### src/sps_pkg.sv
// Shared constants, types and helpers of the operator panel status block
package sps_pkg;
	// Register byte addresses
	localparam logic [7:0] A_CTRL  = 8'h00;
	localparam logic [7:0] A_BAND  = 8'h04;
	localparam logic [7:0] A_ROT   = 8'h08;
	localparam logic [7:0] A_TRQ   = 8'h0C;
	localparam logic [7:0] A_INPOS = 8'h10;
	localparam logic [7:0] A_VALUE = 8'h14;
	localparam logic [7:0] A_STAT  = 8'h18;

	// Reset values of the comparison limits
	localparam logic [15:0] BAND_RST  = 16'h000A; // 10 rpm
	localparam logic [15:0] ROT_RST   = 16'h0014; // 20 rpm
	localparam logic [15:0] TRQ_RST   = 16'h000A; // 10 % rated
	localparam logic [15:0] INPOS_RST = 16'h0007; // 7 pulses
	localparam logic [16:0] VALUE_RST = 17'h00000;
	localparam logic [16:0] VALUE_MAX = 17'h1869F; // Five decimal digits

	// Status word field positions
	localparam int unsigned ST_IND  = 0;
	localparam int unsigned ST_CODE = 8;
	localparam int unsigned ST_MODE = 12;
	localparam int unsigned ST_EDIT = 14;
	localparam int unsigned ST_ALM  = 15;
	localparam int unsigned ST_DIG  = 16;

	// Indicator bit positions
	localparam int unsigned IB_CTRL_PWR = 0;
	localparam int unsigned IB_BASEBLK  = 1;
	localparam int unsigned IB_AGREE    = 2; // Speed agree or positioning done
	localparam int unsigned IB_ROTATION = 3;
	localparam int unsigned IB_REF_A    = 4; // Speed ref or reference pulse
	localparam int unsigned IB_REF_B    = 5; // Torque ref or error clear
	localparam int unsigned IB_PWR_RDY  = 6;
	localparam int unsigned IND_W       = 7;

	// Positions of the pins in the synchroniser vector
	localparam int unsigned PI_UP    = 0;
	localparam int unsigned PI_DOWN  = 1;
	localparam int unsigned PI_MODE  = 2;
	localparam int unsigned PI_SHIFT = 3;
	localparam int unsigned PI_ALRST = 4;
	localparam int unsigned PI_FWD   = 5;
	localparam int unsigned PI_REV   = 6;
	localparam int unsigned PIN_W    = 7;

	typedef enum logic [1:0] {
		PM_STATUS  = 2'b00,
		PM_AUX     = 2'b01,
		PM_PARAM   = 2'b10,
		PM_MONITOR = 2'b11
	} sps_pmode_t;

	typedef enum logic [1:0] {
		CM_SPEED    = 2'b00,
		CM_TORQUE   = 2'b01,
		CM_POSITION = 2'b10
	} sps_cmode_t;

	typedef enum logic [2:0] {
		SC_BASEBLOCK = 3'b000,
		SC_RUN       = 3'b001,
		SC_FWD_PROH  = 3'b010,
		SC_REV_PROH  = 3'b011
	} sps_code_t;

	// Drive-internal signals feeding the indicators
	typedef struct packed {
		logic               servo_on;
		logic               main_power_ok;
		logic               ref_pulse_active;
		logic               err_clear_in;
		logic signed [15:0] motor_speed;
		logic signed [15:0] speed_ref;
		logic signed [15:0] torque_ref;
		logic signed [15:0] pos_error;
	} sps_drive_t;

	typedef struct packed {
		logic [15:0] band;
		logic [15:0] rot;
		logic [15:0] trq;
		logic [15:0] inpos;
	} sps_limits_t;

	// Sign extension, so that differences cannot overflow
	function automatic logic signed [16:0] sx(input logic signed [15:0] v);
		return {v[15], v};
	endfunction

	// Magnitude; 17-bit input never reaches its most negative value here
	function automatic logic [16:0] mag(input logic signed [16:0] v);
		return v[16] ? 17'(-v) : 17'(v);
	endfunction
endpackage

### src/sps_sync.sv
// Three-stage pin synchroniser with agreement filter and press pulse
module sps_sync #(
	parameter int unsigned W = 1
) (
	input  logic         sys_clk,
	input  logic         rst_n,
	input  logic [W-1:0] din,
	output logic [W-1:0] level,
	output logic [W-1:0] rise
);
	typedef struct packed {
		logic [W-1:0] s1;
		logic [W-1:0] s2;
		logic [W-1:0] s3;
		logic [W-1:0] lvl;
		logic [W-1:0] rise;
	} sps_sync_st_t;

	sps_sync_st_t q;
	sps_sync_st_t d;

	// Level moves only when stages two and three agree
	always_comb begin
		d = q;
		d.s1 = din;
		d.s2 = q.s1;
		d.s3 = q.s2;
		d.lvl = (~(q.s2 ^ q.s3) & q.s3) | ((q.s2 ^ q.s3) & q.lvl);
		d.rise = d.lvl & ~q.lvl;
	end

	always_ff @(posedge sys_clk or negedge rst_n) begin
		if (!rst_n) begin
			q <= '0;
		end else begin
			q <= d;
		end
	end

	assign level = q.lvl;
	assign rise = q.rise;
endmodule // sps_sync

### src/sps_ind.sv
// Indicator bit selection and threshold comparison per control mode
module sps_ind (
	input  logic                 ctrl_pwr,
	input  sps_pkg::sps_cmode_t  cmode,
	input  sps_pkg::sps_drive_t  drive,
	input  sps_pkg::sps_limits_t lim,
	output logic [6:0]           ind
);
	logic [16:0] spd_err;
	logic [16:0] spd_mag;
	logic [16:0] ref_mag;
	logic [16:0] trq_mag;
	logic [16:0] pos_mag;

	// Layout depends on control mode; unused code 11 shows speed layout
	always_comb begin
		spd_err = sps_pkg::mag(sps_pkg::sx(drive.motor_speed) - sps_pkg::sx(drive.speed_ref));
		spd_mag = sps_pkg::mag(sps_pkg::sx(drive.motor_speed));
		ref_mag = sps_pkg::mag(sps_pkg::sx(drive.speed_ref));
		trq_mag = sps_pkg::mag(sps_pkg::sx(drive.torque_ref));
		pos_mag = sps_pkg::mag(sps_pkg::sx(drive.pos_error));
		ind = '0;
		ind[sps_pkg::IB_CTRL_PWR] = ctrl_pwr;
		ind[sps_pkg::IB_BASEBLK] = !drive.servo_on;
		ind[sps_pkg::IB_ROTATION] = spd_mag > {1'b0, lim.rot};
		ind[sps_pkg::IB_PWR_RDY] = drive.main_power_ok;
		if (cmode == sps_pkg::CM_POSITION) begin
			ind[sps_pkg::IB_AGREE] = pos_mag < {1'b0, lim.inpos};
			ind[sps_pkg::IB_REF_A] = drive.ref_pulse_active;
			ind[sps_pkg::IB_REF_B] = drive.err_clear_in;
		end else begin
			ind[sps_pkg::IB_AGREE] = (spd_err <= {1'b0, lim.band})
				|| (cmode == sps_pkg::CM_TORQUE);
			ind[sps_pkg::IB_REF_A] = ref_mag > {1'b0, lim.rot};
			ind[sps_pkg::IB_REF_B] = trq_mag > {1'b0, lim.trq};
		end
	end
endmodule // sps_ind

### src/sps_panel.sv
// Operator panel top: keys, modes, value editing, alarm and status display
//
// Chosen here: register access over APB and the register offsets.

// Overview of operation
// - Up key while editing a value raises it by the selected digit's weight.
// - Down key while editing a value lowers it by the selected digit's weight.
// - Up and down together in status display mode clear the servo alarm.
// - Each mode key press steps to another of the four top-level modes.
// - Shift key in parameter mode enters data setting, then moves the flashing edit digit.
// - The external alarm reset input also clears the servo alarm.
// - Reset at power-up leaves the latched alarm inactive.
// - After power-up the panel sits in status display mode.
// - Position control uses its own indicator set; speed and torque share one.
// - In torque control the speed agree indicator stays lit.
// - Control power indicator lit whenever the logic is powered and running.
// - Baseblock indicator lit while servo is off, dark when servo is on.
// - Speed agree lit when speed error is within the band, default 10 rpm.
// - Rotation detect lit when motor speed exceeds threshold, default 20 rpm.
// - Speed reference lit when reference exceeds the same rotation threshold.
// - Torque reference lit when reference exceeds level, default ten percent.
// - Power ready indicator follows the main power circuit being normal.
// - Positioning done lit when position error is below in-position width.
// - Reference pulse indicator lit while command pulses arrive.
// - Error counter clear indicator lit while the clear input is asserted.
// - Status code shows baseblock while servo is off, run while on.
// - Status code shows forward or reverse prohibit when overtravel input off.
module sps_panel #(
	parameter int unsigned NUM_DIGITS = 5
) (
	input  logic                sys_clk,
	input  logic                resetn,
	input  logic                psel,
	input  logic                penable,
	input  logic                pwrite,
	input  logic [7:0]          paddr,
	input  logic [31:0]         pwdata,
	output logic [31:0]         prdata,
	output logic                pready,
	output logic                pslverr,
	input  logic                key_up,
	input  logic                key_down,
	input  logic                key_mode,
	input  logic                key_shift,
	input  logic                alarm_reset_in,
	input  logic                fwd_overtravel_in,
	input  logic                rev_overtravel_in,
	input  logic                alarm_event,
	input  sps_pkg::sps_drive_t drive,
	output logic [6:0]          ind_bits,
	output sps_pkg::sps_code_t  status_code,
	output sps_pkg::sps_pmode_t panel_mode,
	output logic                edit_active,
	output logic [2:0]          edit_digit,
	output logic                alarm_active,
	output logic                alarm_cleared
);
	// Digit count must fit the five-digit value range
	if (NUM_DIGITS < 1 || NUM_DIGITS > 5) begin : g_chk
		$error("NUM_DIGITS must be 1 to 5");
	end

	localparam logic [2:0] DIG_LAST = 3'(NUM_DIGITS - 1);

	typedef struct packed {
		logic [31:0]          prdata;
		logic                 pready;
		logic                 pslverr;
		sps_pkg::sps_cmode_t  cmode;
		sps_pkg::sps_limits_t lim;
		logic [16:0]          value;
		sps_pkg::sps_pmode_t  pmode;
		logic                 edit;
		logic [2:0]           digit;
		logic                 alarm;
		logic                 cleared;
		logic [6:0]           ind;
		sps_pkg::sps_code_t   code;
	} sps_state_t;

	localparam sps_state_t Q_RST = '{
		prdata:  32'h0000_0000,
		pready:  1'b0,
		pslverr: 1'b0,
		cmode:   sps_pkg::CM_SPEED,
		lim:     '{band: sps_pkg::BAND_RST, rot: sps_pkg::ROT_RST,
		           trq: sps_pkg::TRQ_RST, inpos: sps_pkg::INPOS_RST},
		value:   sps_pkg::VALUE_RST,
		pmode:   sps_pkg::PM_STATUS,
		edit:    1'b0,
		digit:   3'h0,
		alarm:   1'b0,
		cleared: 1'b0,
		ind:     7'h00,
		code:    sps_pkg::SC_BASEBLOCK
	};

	logic [1:0]  rst_sync_q;
	logic        rst_n;
	logic [6:0]  pin_lvl;
	logic [6:0]  pin_rise;
	logic [6:0]  ind_w;
	sps_state_t  q;
	sps_state_t  d;
	logic        acc_first;
	logic        acc_done;
	logic        addr_hit;
	logic        wr_value;
	logic        combo;
	logic        up_only;
	logic        down_only;
	logic        edit_keys;
	logic        alarm_clr;
	logic [16:0] step;

	// Decimal weight of an edit digit
	function automatic logic [16:0] weight(input logic [2:0] dig);
		case (dig)
			3'h0: return 17'h00001;
			3'h1: return 17'h0000A;
			3'h2: return 17'h00064;
			3'h3: return 17'h003E8;
			default: return 17'h02710;
		endcase
	endfunction

	// Saturating step; stops at the range ends rather than wrapping
	function automatic logic [16:0] bump(input logic [16:0] v, input logic [16:0] w,
	                                     input logic up);
		if (up) begin
			return (v > sps_pkg::VALUE_MAX - w) ? sps_pkg::VALUE_MAX : 17'(v + w);
		end
		return (v < w) ? 17'h00000 : 17'(v - w);
	endfunction

	// Reset release through two flops; assertion stays asynchronous
	always_ff @(posedge sys_clk or negedge resetn) begin
		if (!resetn) begin
			rst_sync_q <= 2'h0;
		end else begin
			rst_sync_q <= {rst_sync_q[0], 1'b1};
		end
	end

	assign rst_n = rst_sync_q[1];

	// All panel pins come from outside the clock domain
	sps_sync #(
		.W (sps_pkg::PIN_W)
	) u_sync (
		.sys_clk (sys_clk),
		.rst_n   (rst_n),
		.din     ({rev_overtravel_in, fwd_overtravel_in, alarm_reset_in,
		            key_shift, key_mode, key_down, key_up}),
		.level   (pin_lvl),
		.rise    (pin_rise)
	);

	// Control power lit once the logic leaves reset
	sps_ind u_ind (
		.ctrl_pwr (rst_n),
		.cmode    (q.cmode),
		.drive    (drive),
		.lim      (q.lim),
		.ind      (ind_w)
	);

	// APB phases: answer one cycle after the access phase starts
	assign acc_first = psel && penable && !q.pready;
	assign acc_done = psel && penable && q.pready;
	assign addr_hit = (paddr == sps_pkg::A_CTRL) || (paddr == sps_pkg::A_BAND)
		|| (paddr == sps_pkg::A_ROT) || (paddr == sps_pkg::A_TRQ)
		|| (paddr == sps_pkg::A_INPOS) || (paddr == sps_pkg::A_VALUE)
		|| (paddr == sps_pkg::A_STAT);
	assign wr_value = acc_done && pwrite && (paddr == sps_pkg::A_VALUE);

	// Key decoding; both arrows together never edit the value
	assign combo = pin_lvl[sps_pkg::PI_UP] && pin_lvl[sps_pkg::PI_DOWN]
		&& (pin_rise[sps_pkg::PI_UP] || pin_rise[sps_pkg::PI_DOWN]);
	assign up_only = pin_rise[sps_pkg::PI_UP] && !pin_lvl[sps_pkg::PI_DOWN];
	assign down_only = pin_rise[sps_pkg::PI_DOWN] && !pin_lvl[sps_pkg::PI_UP];
	assign edit_keys = (q.pmode == sps_pkg::PM_PARAM) && q.edit
		&& !pin_rise[sps_pkg::PI_MODE];
	assign alarm_clr = ((q.pmode == sps_pkg::PM_STATUS) && combo)
		|| pin_lvl[sps_pkg::PI_ALRST];
	assign step = weight(q.digit);

	// Next state of the whole block
	always_comb begin
		d = q;
		d.cleared = 1'b0;
		d.pready = acc_first;
		if (acc_first) begin
			d.pslverr = !addr_hit;
			case (paddr)
				sps_pkg::A_CTRL:  d.prdata = {30'h0, q.cmode};
				sps_pkg::A_BAND:  d.prdata = {16'h0, q.lim.band};
				sps_pkg::A_ROT:   d.prdata = {16'h0, q.lim.rot};
				sps_pkg::A_TRQ:   d.prdata = {16'h0, q.lim.trq};
				sps_pkg::A_INPOS: d.prdata = {16'h0, q.lim.inpos};
				sps_pkg::A_VALUE: d.prdata = {15'h0, q.value};
				sps_pkg::A_STAT: begin
					d.prdata = 32'h0000_0000;
					d.prdata[sps_pkg::ST_IND +: 7] = q.ind;
					d.prdata[sps_pkg::ST_CODE +: 3] = q.code;
					d.prdata[sps_pkg::ST_MODE +: 2] = q.pmode;
					d.prdata[sps_pkg::ST_EDIT] = q.edit;
					d.prdata[sps_pkg::ST_ALM] = q.alarm;
					d.prdata[sps_pkg::ST_DIG +: 3] = q.digit;
				end
				default: d.prdata = 32'h0000_0000;
			endcase
		end
		// Writes land at the completing edge only; status is read-only
		if (acc_done && pwrite) begin
			case (paddr)
				sps_pkg::A_CTRL:  d.cmode = sps_pkg::sps_cmode_t'(pwdata[1:0]);
				sps_pkg::A_BAND:  d.lim.band = pwdata[15:0];
				sps_pkg::A_ROT:   d.lim.rot = pwdata[15:0];
				sps_pkg::A_TRQ:   d.lim.trq = pwdata[15:0];
				sps_pkg::A_INPOS: d.lim.inpos = pwdata[15:0];
				sps_pkg::A_VALUE: begin
					d.value = (pwdata[16:0] > sps_pkg::VALUE_MAX) ? sps_pkg::VALUE_MAX
						: pwdata[16:0];
				end
				default: d.value = d.value;
			endcase
		end
		// Mode key steps 00-01-10-11 and wraps; editing ends with it
		if (pin_rise[sps_pkg::PI_MODE]) begin
			d.pmode = sps_pkg::sps_pmode_t'(q.pmode + 2'h1);
			d.edit = 1'b0;
			d.digit = 3'h0;
		end else if ((q.pmode == sps_pkg::PM_PARAM) && pin_rise[sps_pkg::PI_SHIFT]) begin
			if (!q.edit) begin
				d.edit = 1'b1;
				d.digit = 3'h0;
			end else begin
				d.digit = (q.digit >= DIG_LAST) ? 3'h0 : 3'(q.digit + 3'h1);
			end
		end
		// Key edits override a same-cycle bus write to the value
		if (edit_keys && up_only) begin
			d.value = bump(q.value, step, 1'b1);
		end else if (edit_keys && down_only) begin
			d.value = bump(q.value, step, 1'b0);
		end
		// Alarm: a new event beats a clear in the same cycle
		if (alarm_clr) begin
			d.alarm = 1'b0;
			d.cleared = q.alarm;
		end
		if (alarm_event) begin
			d.alarm = 1'b1;
			d.cleared = 1'b0; // Alarm stays set, so no clear pulse
		end
		d.ind = ind_w;
		// Overtravel outranks the run state in the code field
		if (!pin_lvl[sps_pkg::PI_FWD]) begin
			d.code = sps_pkg::SC_FWD_PROH;
		end else if (!pin_lvl[sps_pkg::PI_REV]) begin
			d.code = sps_pkg::SC_REV_PROH;
		end else if (drive.servo_on) begin
			d.code = sps_pkg::SC_RUN;
		end else begin
			d.code = sps_pkg::SC_BASEBLOCK;
		end
	end

	// Power-up reset puts the panel in status mode with no alarm
	always_ff @(posedge sys_clk or negedge rst_n) begin
		if (!rst_n) begin
			q <= Q_RST;
		end else begin
			q <= d;
		end
	end

	assign prdata = q.prdata;
	assign pready = q.pready;
	assign pslverr = q.pslverr;
	assign ind_bits = q.ind;
	assign status_code = q.code;
	assign panel_mode = q.pmode;
	assign edit_active = q.edit;
	assign edit_digit = q.digit;
	assign alarm_active = q.alarm;
	assign alarm_cleared = q.cleared;
endmodule // sps_panel

### config.mk
export PLATFORM = sky130hd
export DESIGN_NAME = sps_panel
export DESIGN_NICKNAME = d
export VERILOG_FILES = /design/src/sps_pkg.sv /design/src/sps_sync.sv /design/src/sps_ind.sv /design/src/sps_panel.sv
export SDC_FILE = /design/constraint.sdc
export NUM_CORES = 1
export LEC_CHECK = 0
export ABC_CLOCK_PERIOD_IN_PS = 10700
export BUFFER_PORTS_ARGS = -buffer_cell sky130_fd_sc_hd__buf_2
export CAP_MARGIN = 20
export CORE_ASPECT_RATIO = 0.8
export CORE_UTILIZATION = 30
export DETAILED_ROUTE_END_ITERATION = 6
export SYNTH_ARGS = -nofsm -noshare
export SYNTH_HDL_FRONTEND = slang
export SYNTH_SLANG_ARGS = --single-unit
### constraint.sdc
create_clock -name sys_clk -period 10.7 [get_ports sys_clk]
set_input_delay 0.535 -clock sys_clk [delete_from_list [all_inputs] [get_ports sys_clk]]
set_output_delay 0.535 -clock sys_clk [all_outputs]
set_load 0.05 [all_outputs]
# Word level (Yosys, flattened, before mapping)
# Index checks and enable logic that the tools add are counted.
dict set report totals {
  register_bits 169
  input_bits 121
  out_inout_bits 52
  elab_cells 130
}
dict set report classes {
  add_sub_neg 11
  n_lt_le_gt_ge 9
  eq_ne 12
  muxes 27
  n_bitwise 7
  reduce_logical 42
}
# cell n
set ops {}
lappend ops {{17-bit two-way mux} 13}
lappend ops {{19-bit one-hot mux with 7 select lines} 1}
lappend ops {{16-bit negation with 17-bit output} 4}
lappend ops {{14-bit one-hot mux with 4 select lines} 1}
lappend ops {{17-bit by 16-bit greater-than comparator with 1-bit output} 3}
lappend ops {{8-bit by 5-bit == test with 1-bit output (second input constant)} 3}
lappend ops {{17-bit adder} 1}
lappend ops {{17-bit greater-than comparator} 1}
lappend ops {{17-bit greater-than comparator (second input constant)} 1}
lappend ops {{17-bit by 16-bit less-or-equal comparator with 1-bit output} 1}
lappend ops {{17-bit by 16-bit < comparator with 1-bit output} 1}
lappend ops {{17-bit < comparator} 1}
lappend ops {{17-bit negation} 1}
lappend ops {{16-bit by 16-bit subtractor with 17-bit output} 1}
lappend ops {{17-bit subtractor} 1}
lappend ops {{17-bit subtractor (first input constant)} 1}
lappend ops {{8-bit by 4-bit == test with 1-bit output (second input constant)} 2}
lappend ops {{7-bit AND} 2}
lappend ops {{1-bit logical AND} 14}
lappend ops {{2-bit AND reduction} 6}
lappend ops {{2-bit two-way mux} 5}
lappend ops {{1-bit logical OR} 9}
lappend ops {{8-bit by 3-bit == test with 1-bit output (second input constant)} 1}
lappend ops {{8-bit logical NOT} 1}
lappend ops {{other kinds (20)} 33}

# Longest topological paths before layout
dict set report depth {
  word_depth 8
  mapped_depth 20
}

# Cells and area by module
# A second synthesis with hierarchy kept.
dict set report hier_totals {
  cells_unflattened 1439
  area_unflattened_um2 13227.7
}
# module instances cells_per_inst area_each_um2 seq_area_each_um2
set by_module_without_submodules {}
lappend by_module_without_submodules {sps_panel 1 755 7739.9 3089.2}
lappend by_module_without_submodules {sps_ind 1 621 4357.9 0.0}
lappend by_module_without_submodules {sps_sync 1 63 1129.8 875.8}

# Worst setup path after synthesis
# No wires, ideal clock.
dict set report synth_timing {
  path_kind {reg-to-reg}
  start {reg rst_sync_q[1]}
  end {reg q, in the netlist ind_bits[0]}
  setup_time_ns 0.489
  t_arrival_ns 3.597
  required_time_ns 10.211
  path_slack_ns 6.614
  stages_incl_launch_ff 1
  n_path_buf 0
  period_less_slack_ns 4.086
  path_cell_list {dfrtp_1}
}
# item line_no
set synth_lines {}
lappend synth_lines {{start, declared} sps_panel.sv:98} ;# logic [1:0] rst_sync_q;
lappend synth_lines {{start signal, assigned} sps_panel.sv:141} ;# rst_sync_q <= {rst_sync_q[0], 1'b1};
lappend synth_lines {{end signal, assigned} sps_panel.sv:273} ;# q <= Q_RST;
lappend synth_lines {{end signal, assigned} sps_panel.sv:275} ;# q <= d;
lappend synth_lines {{end, declared} sps_panel.sv:103} ;# sps_state_t q;
# No word-level cell between the ends.

==> flow_metrics.py <==
metrics = {
    "logic_synthesis": {
        "syn_area_per_cell_um2": 8.63,
        "synth-main-ff-cell": "dfrtp_1",
        "yosysTopAreaCellShare_pct": 28.5,
        "synth-edff-count": 0,
        "synth_cell_types": 92,
        "synth_top_area_cell": "dfrtp_1",
        "yosys-top-cells-count": "nand2_1, dfrtp_1, ha_1",
        "synth.most_common_cell": "nand2_1",
        "ys_top_cells_by_area": "dfrtp_1, ha_1, xnor2_1",
        "netlist_area_mm2": 0.0128,
        "yosys_warnings": 0,
        "post_synth_inst_count": 1488,
        "async_flop_share_pct": 100,
        "ys_seq_area_share_pct": 30.3,
        "ys_ff_latch": 155,
    },
    "pwr": {
        "p_int_w": 0.00126,
        "power.density_mw_per_mm2": 138,
        "swShare_pct": 36.8,
        "power_frac_comb_pct": 35.1,
        "leakage_nw": 6.79,
        "ir_drop_mv": 0.107,
        "power_frac_seq_pct": 34.6,
        "p_sw_w": 0.000733,
        "p_clk_share_pct": 30.4,
    },
    "grt": {
        "grt_start_max_net_pins": 81,
        "grt_first_pass_wirelength_um": 62100,
        "grt_use_met2_pct": 26.8,
        "met1_usage_pct": 27.5,
        "use_met3_pct": 4.92,
        "track_usage_pct": 18.6,
        "grt.busiest_layer": "met1",
        "grt-ovfl-total": 0,
        "antenna_found_initial": 5,
        "grt_pass1_vias": 10600,
    },
    "die": {
        "start_util_pct": 30.5,
        "io_pins": 173,
        "coreArea_mm2": 0.0421,
        "dieHeight_um": 187,
        "row_count": 67,
        "dieArea_mm2": 0.0436,
        "die_w_um": 233,
    },
    "clocking": {
        "clk_path_buf_depth": 2,
        "clock_sinks": 155,
        "cts_buffers": 17,
        "cts_tree": "done",
        "cts_max_level": 4,
        "path_clk_slew_ns": 0.06,
        "cts_root_buffer": "clkbuf_16",
        "clk-insertion-delay-late_ns": 0.42,
    },
    "sta": {
        "rsz0062_at_grt": "no",
        "finClkSkew_ns": 0.00830,
        "period_minus_slack_ns": 4.78,
        "hold_viol": 0,
        "worstMarginPinSlew_ns": 1.05,
        "fmax_mhz": 209,
        "slew_headroom_pct": 29.9,
        "drv_slew": 0,
        "finalCritPeriodShare_pct": 44.7,
        "finalSetupViolCount": 0,
        "postLayoutSetupSlackWorst_ns": 5.92,
        "finalSetupTns_ns": 0,
    },
    "worst_setup_path": {
        "critPathArrivalTime_ns": 5.13,
        "criticalPathCategory": "in2reg",
        "end_kind": "flop",
        "worstPathRequired_ns": 11.05,
        "regToRegStartpoint": "edit_digit[2]",
        "startpoint": "drive[48]",
        "path_max_fanout": 3,
        "cp-start-kind": "input port",
    },
    "placement": {
        "dp_hpwl_um": 32700,
        "placed_cells": 2105,
        "dp_slack_ns": 5.62,
        "routabilityCongestion": 0.937,
        "io_buffer_count": 143,
    },
    "status": {
        "failed_checks": "design-rule violations",
        "status": "finished, violations left",
    },
    "detailed_routing": {
        "drt-pass1-iter-count": 7,
        "wl_per_cell_um": 19.0,
        "totalWireLength_um": 40600,
        "ant_nets": 0,
        "viasPerCell": 5.25,
        "drtIter0Drc": 1125,
        "drc_errors": 26,
        "num_vias": 11200,
    },
    "hold_path": {
        "hold_start": "key_mode",
        "hold_path.class": "in2reg",
    },
    "layout": {
        "fin_cells": 2141,
        "multi_input_area_mm2": 0.00800,
        "area_growth_pct": 12.8,
        "layout.area.seq_mm2": 0.00389,
        "utilization_pct": 34.4,
        "drive_gt1_share_pct": 15.7,
        "final_nets": 1840,
        "fillers": 4340,
    },
    "job": {
        "cap_viol_max_count": 0,
    },
}
[layout make-up]
cell class | instances | share of cell area, %
Multi-Input combinational cell | 1126 | 55.2
Sequential cell | 155 | 26.9
Timing Repair Buffer | 154 | 5.83
Tap cell | 552 | 4.77
Inverter | 122 | 3.16
Clock buffer | 19 | 3.13
Clock inverter | 12 | 0.959
Antenna cell | 1 | 0.0173
[power by group through the flow]
stage / clock network, W / logic (W) / registers (W)
after floorplan: 0 / 0.000526 / 0.000681
after global placement: 0 / 0.000673 / 0.000701
after detailed placement: 0 / 0.000686 / 0.000701
after CTS: 0.000618 / 0.000691 / 0.000691
after global routing: 0.000643 / 0.000778 / 0.000696
final: 0.000605 / 0.000699 / 0.000689
[final timing paths]
check                                endpoint  slack [ns]  cells past startpoint
worst min register to register   u_sync.d[16]        0.35                      0
worst min-delay path             u_sync.d[23]        0.22                      1
worst max-delay path              ind_bits[2]        5.92                     18
worst max register to register          q[19]        6.56                     14
min in group asynchronous       rst_sync_q[1]        0.42                      2
max in group asynchronous               q[35]        9.00                      2
[routing by layer]
layer | part of all wire [%] | vias up
met2 | 42 | 396
met4 | 1.2 | 6
met1 | 48 | 5374
met3 | 8.9 | 28
li1 | - | 5441
met5 | 0.099 | -
[stage by stage]
| stage | total power, W | cell area, µm² | hold slack, ns |
|---|---|---|---|
| floorplan | 0.00121 | 12900 | 0.239 |
| global route | 0.00212 | 14500 | 0.199 |
| global placement | 0.00137 | 13800 | 0.320 |
| detailed placement | 0.00139 | 13800 | 0.324 |
| finish | 0.00199 | 14500 | 0.216 |
| CTS | 0.00200 | 14400 | 0.205 |
[layout by cell type (no fill, tap or decap), drive strengths merged, types with 17 or more instances in the layout]
| cell type | count |
|---|---|
| a211oi | 18 |
| dfrtp | 146 |
| o31ai | 24 |
| nor3 | 19 |
| nand2 | 156 |
| buf | 153 |
| mux2 | 21 |
| a21oi | 59 |
| a21o | 19 |
| a22o | 17 |
| inv | 125 |
| nand2b | 19 |
| ha | 140 |
| clkbuf | 19 |
| o21a | 27 |
| nand3 | 28 |
| nor2 | 82 |
| o21ai | 130 |
| a22oi | 24 |
| xnor2 | 74 |
[timing repair]
item | in CTS | in global routing
resized for setup | 0 | 0
hold buffers | 1 | 0
setup buffers | 0 | 0
endpoints found under the hold margin | 2 | 0
[flip-flops by register name, summed over array words and instances (netlist names), named ones only]
register / cells
panel_mode: 2
edit_digit: 3
u_sync.d: 14
rst_sync_q: 2
ind_bits: 7
u_sync.rise: 4
pready: 1
alarm_active: 1
edit_active: 1
alarm_cleared: 1
status_code: 2
prdata: 19
u_sync.q: 7
u_sync.level: 4
pslverr: 1
q: 83
[critical path, cell delays in order]
cell and delay [ns]:
buf_2 0.11, inv_1 0.09, ha_1 0.22, fa_1 0.43, or2b_1 0.27, a211oi_1 0.37, o21ba_1 0.27, a211oi_2 0.10
xnor2_1 0.22, a2111oi_4 0.38, a31oi_1 0.15, xor2_1 0.17, ha_1 0.32, a2111oi_0 0.68, o2111ai_1 0.21, a31oi_1 0.27
o21ai_0 0.17, o21ai_1 0.17
[cells by family after synthesis]
group	after synthesis	synth area share, %
adders and majority gates	150	14.7
buffers and inverters	221	8.01
muxes	35	2.93
and+or+nand+nor	417	15.7
other	2	0.0585
xor gates and xnor gates	85	5.86
AOI/OAI and AO/OA	423	22.5
DFF	155	30.3
Note: power is estimated with default switching activity, not from simulation.
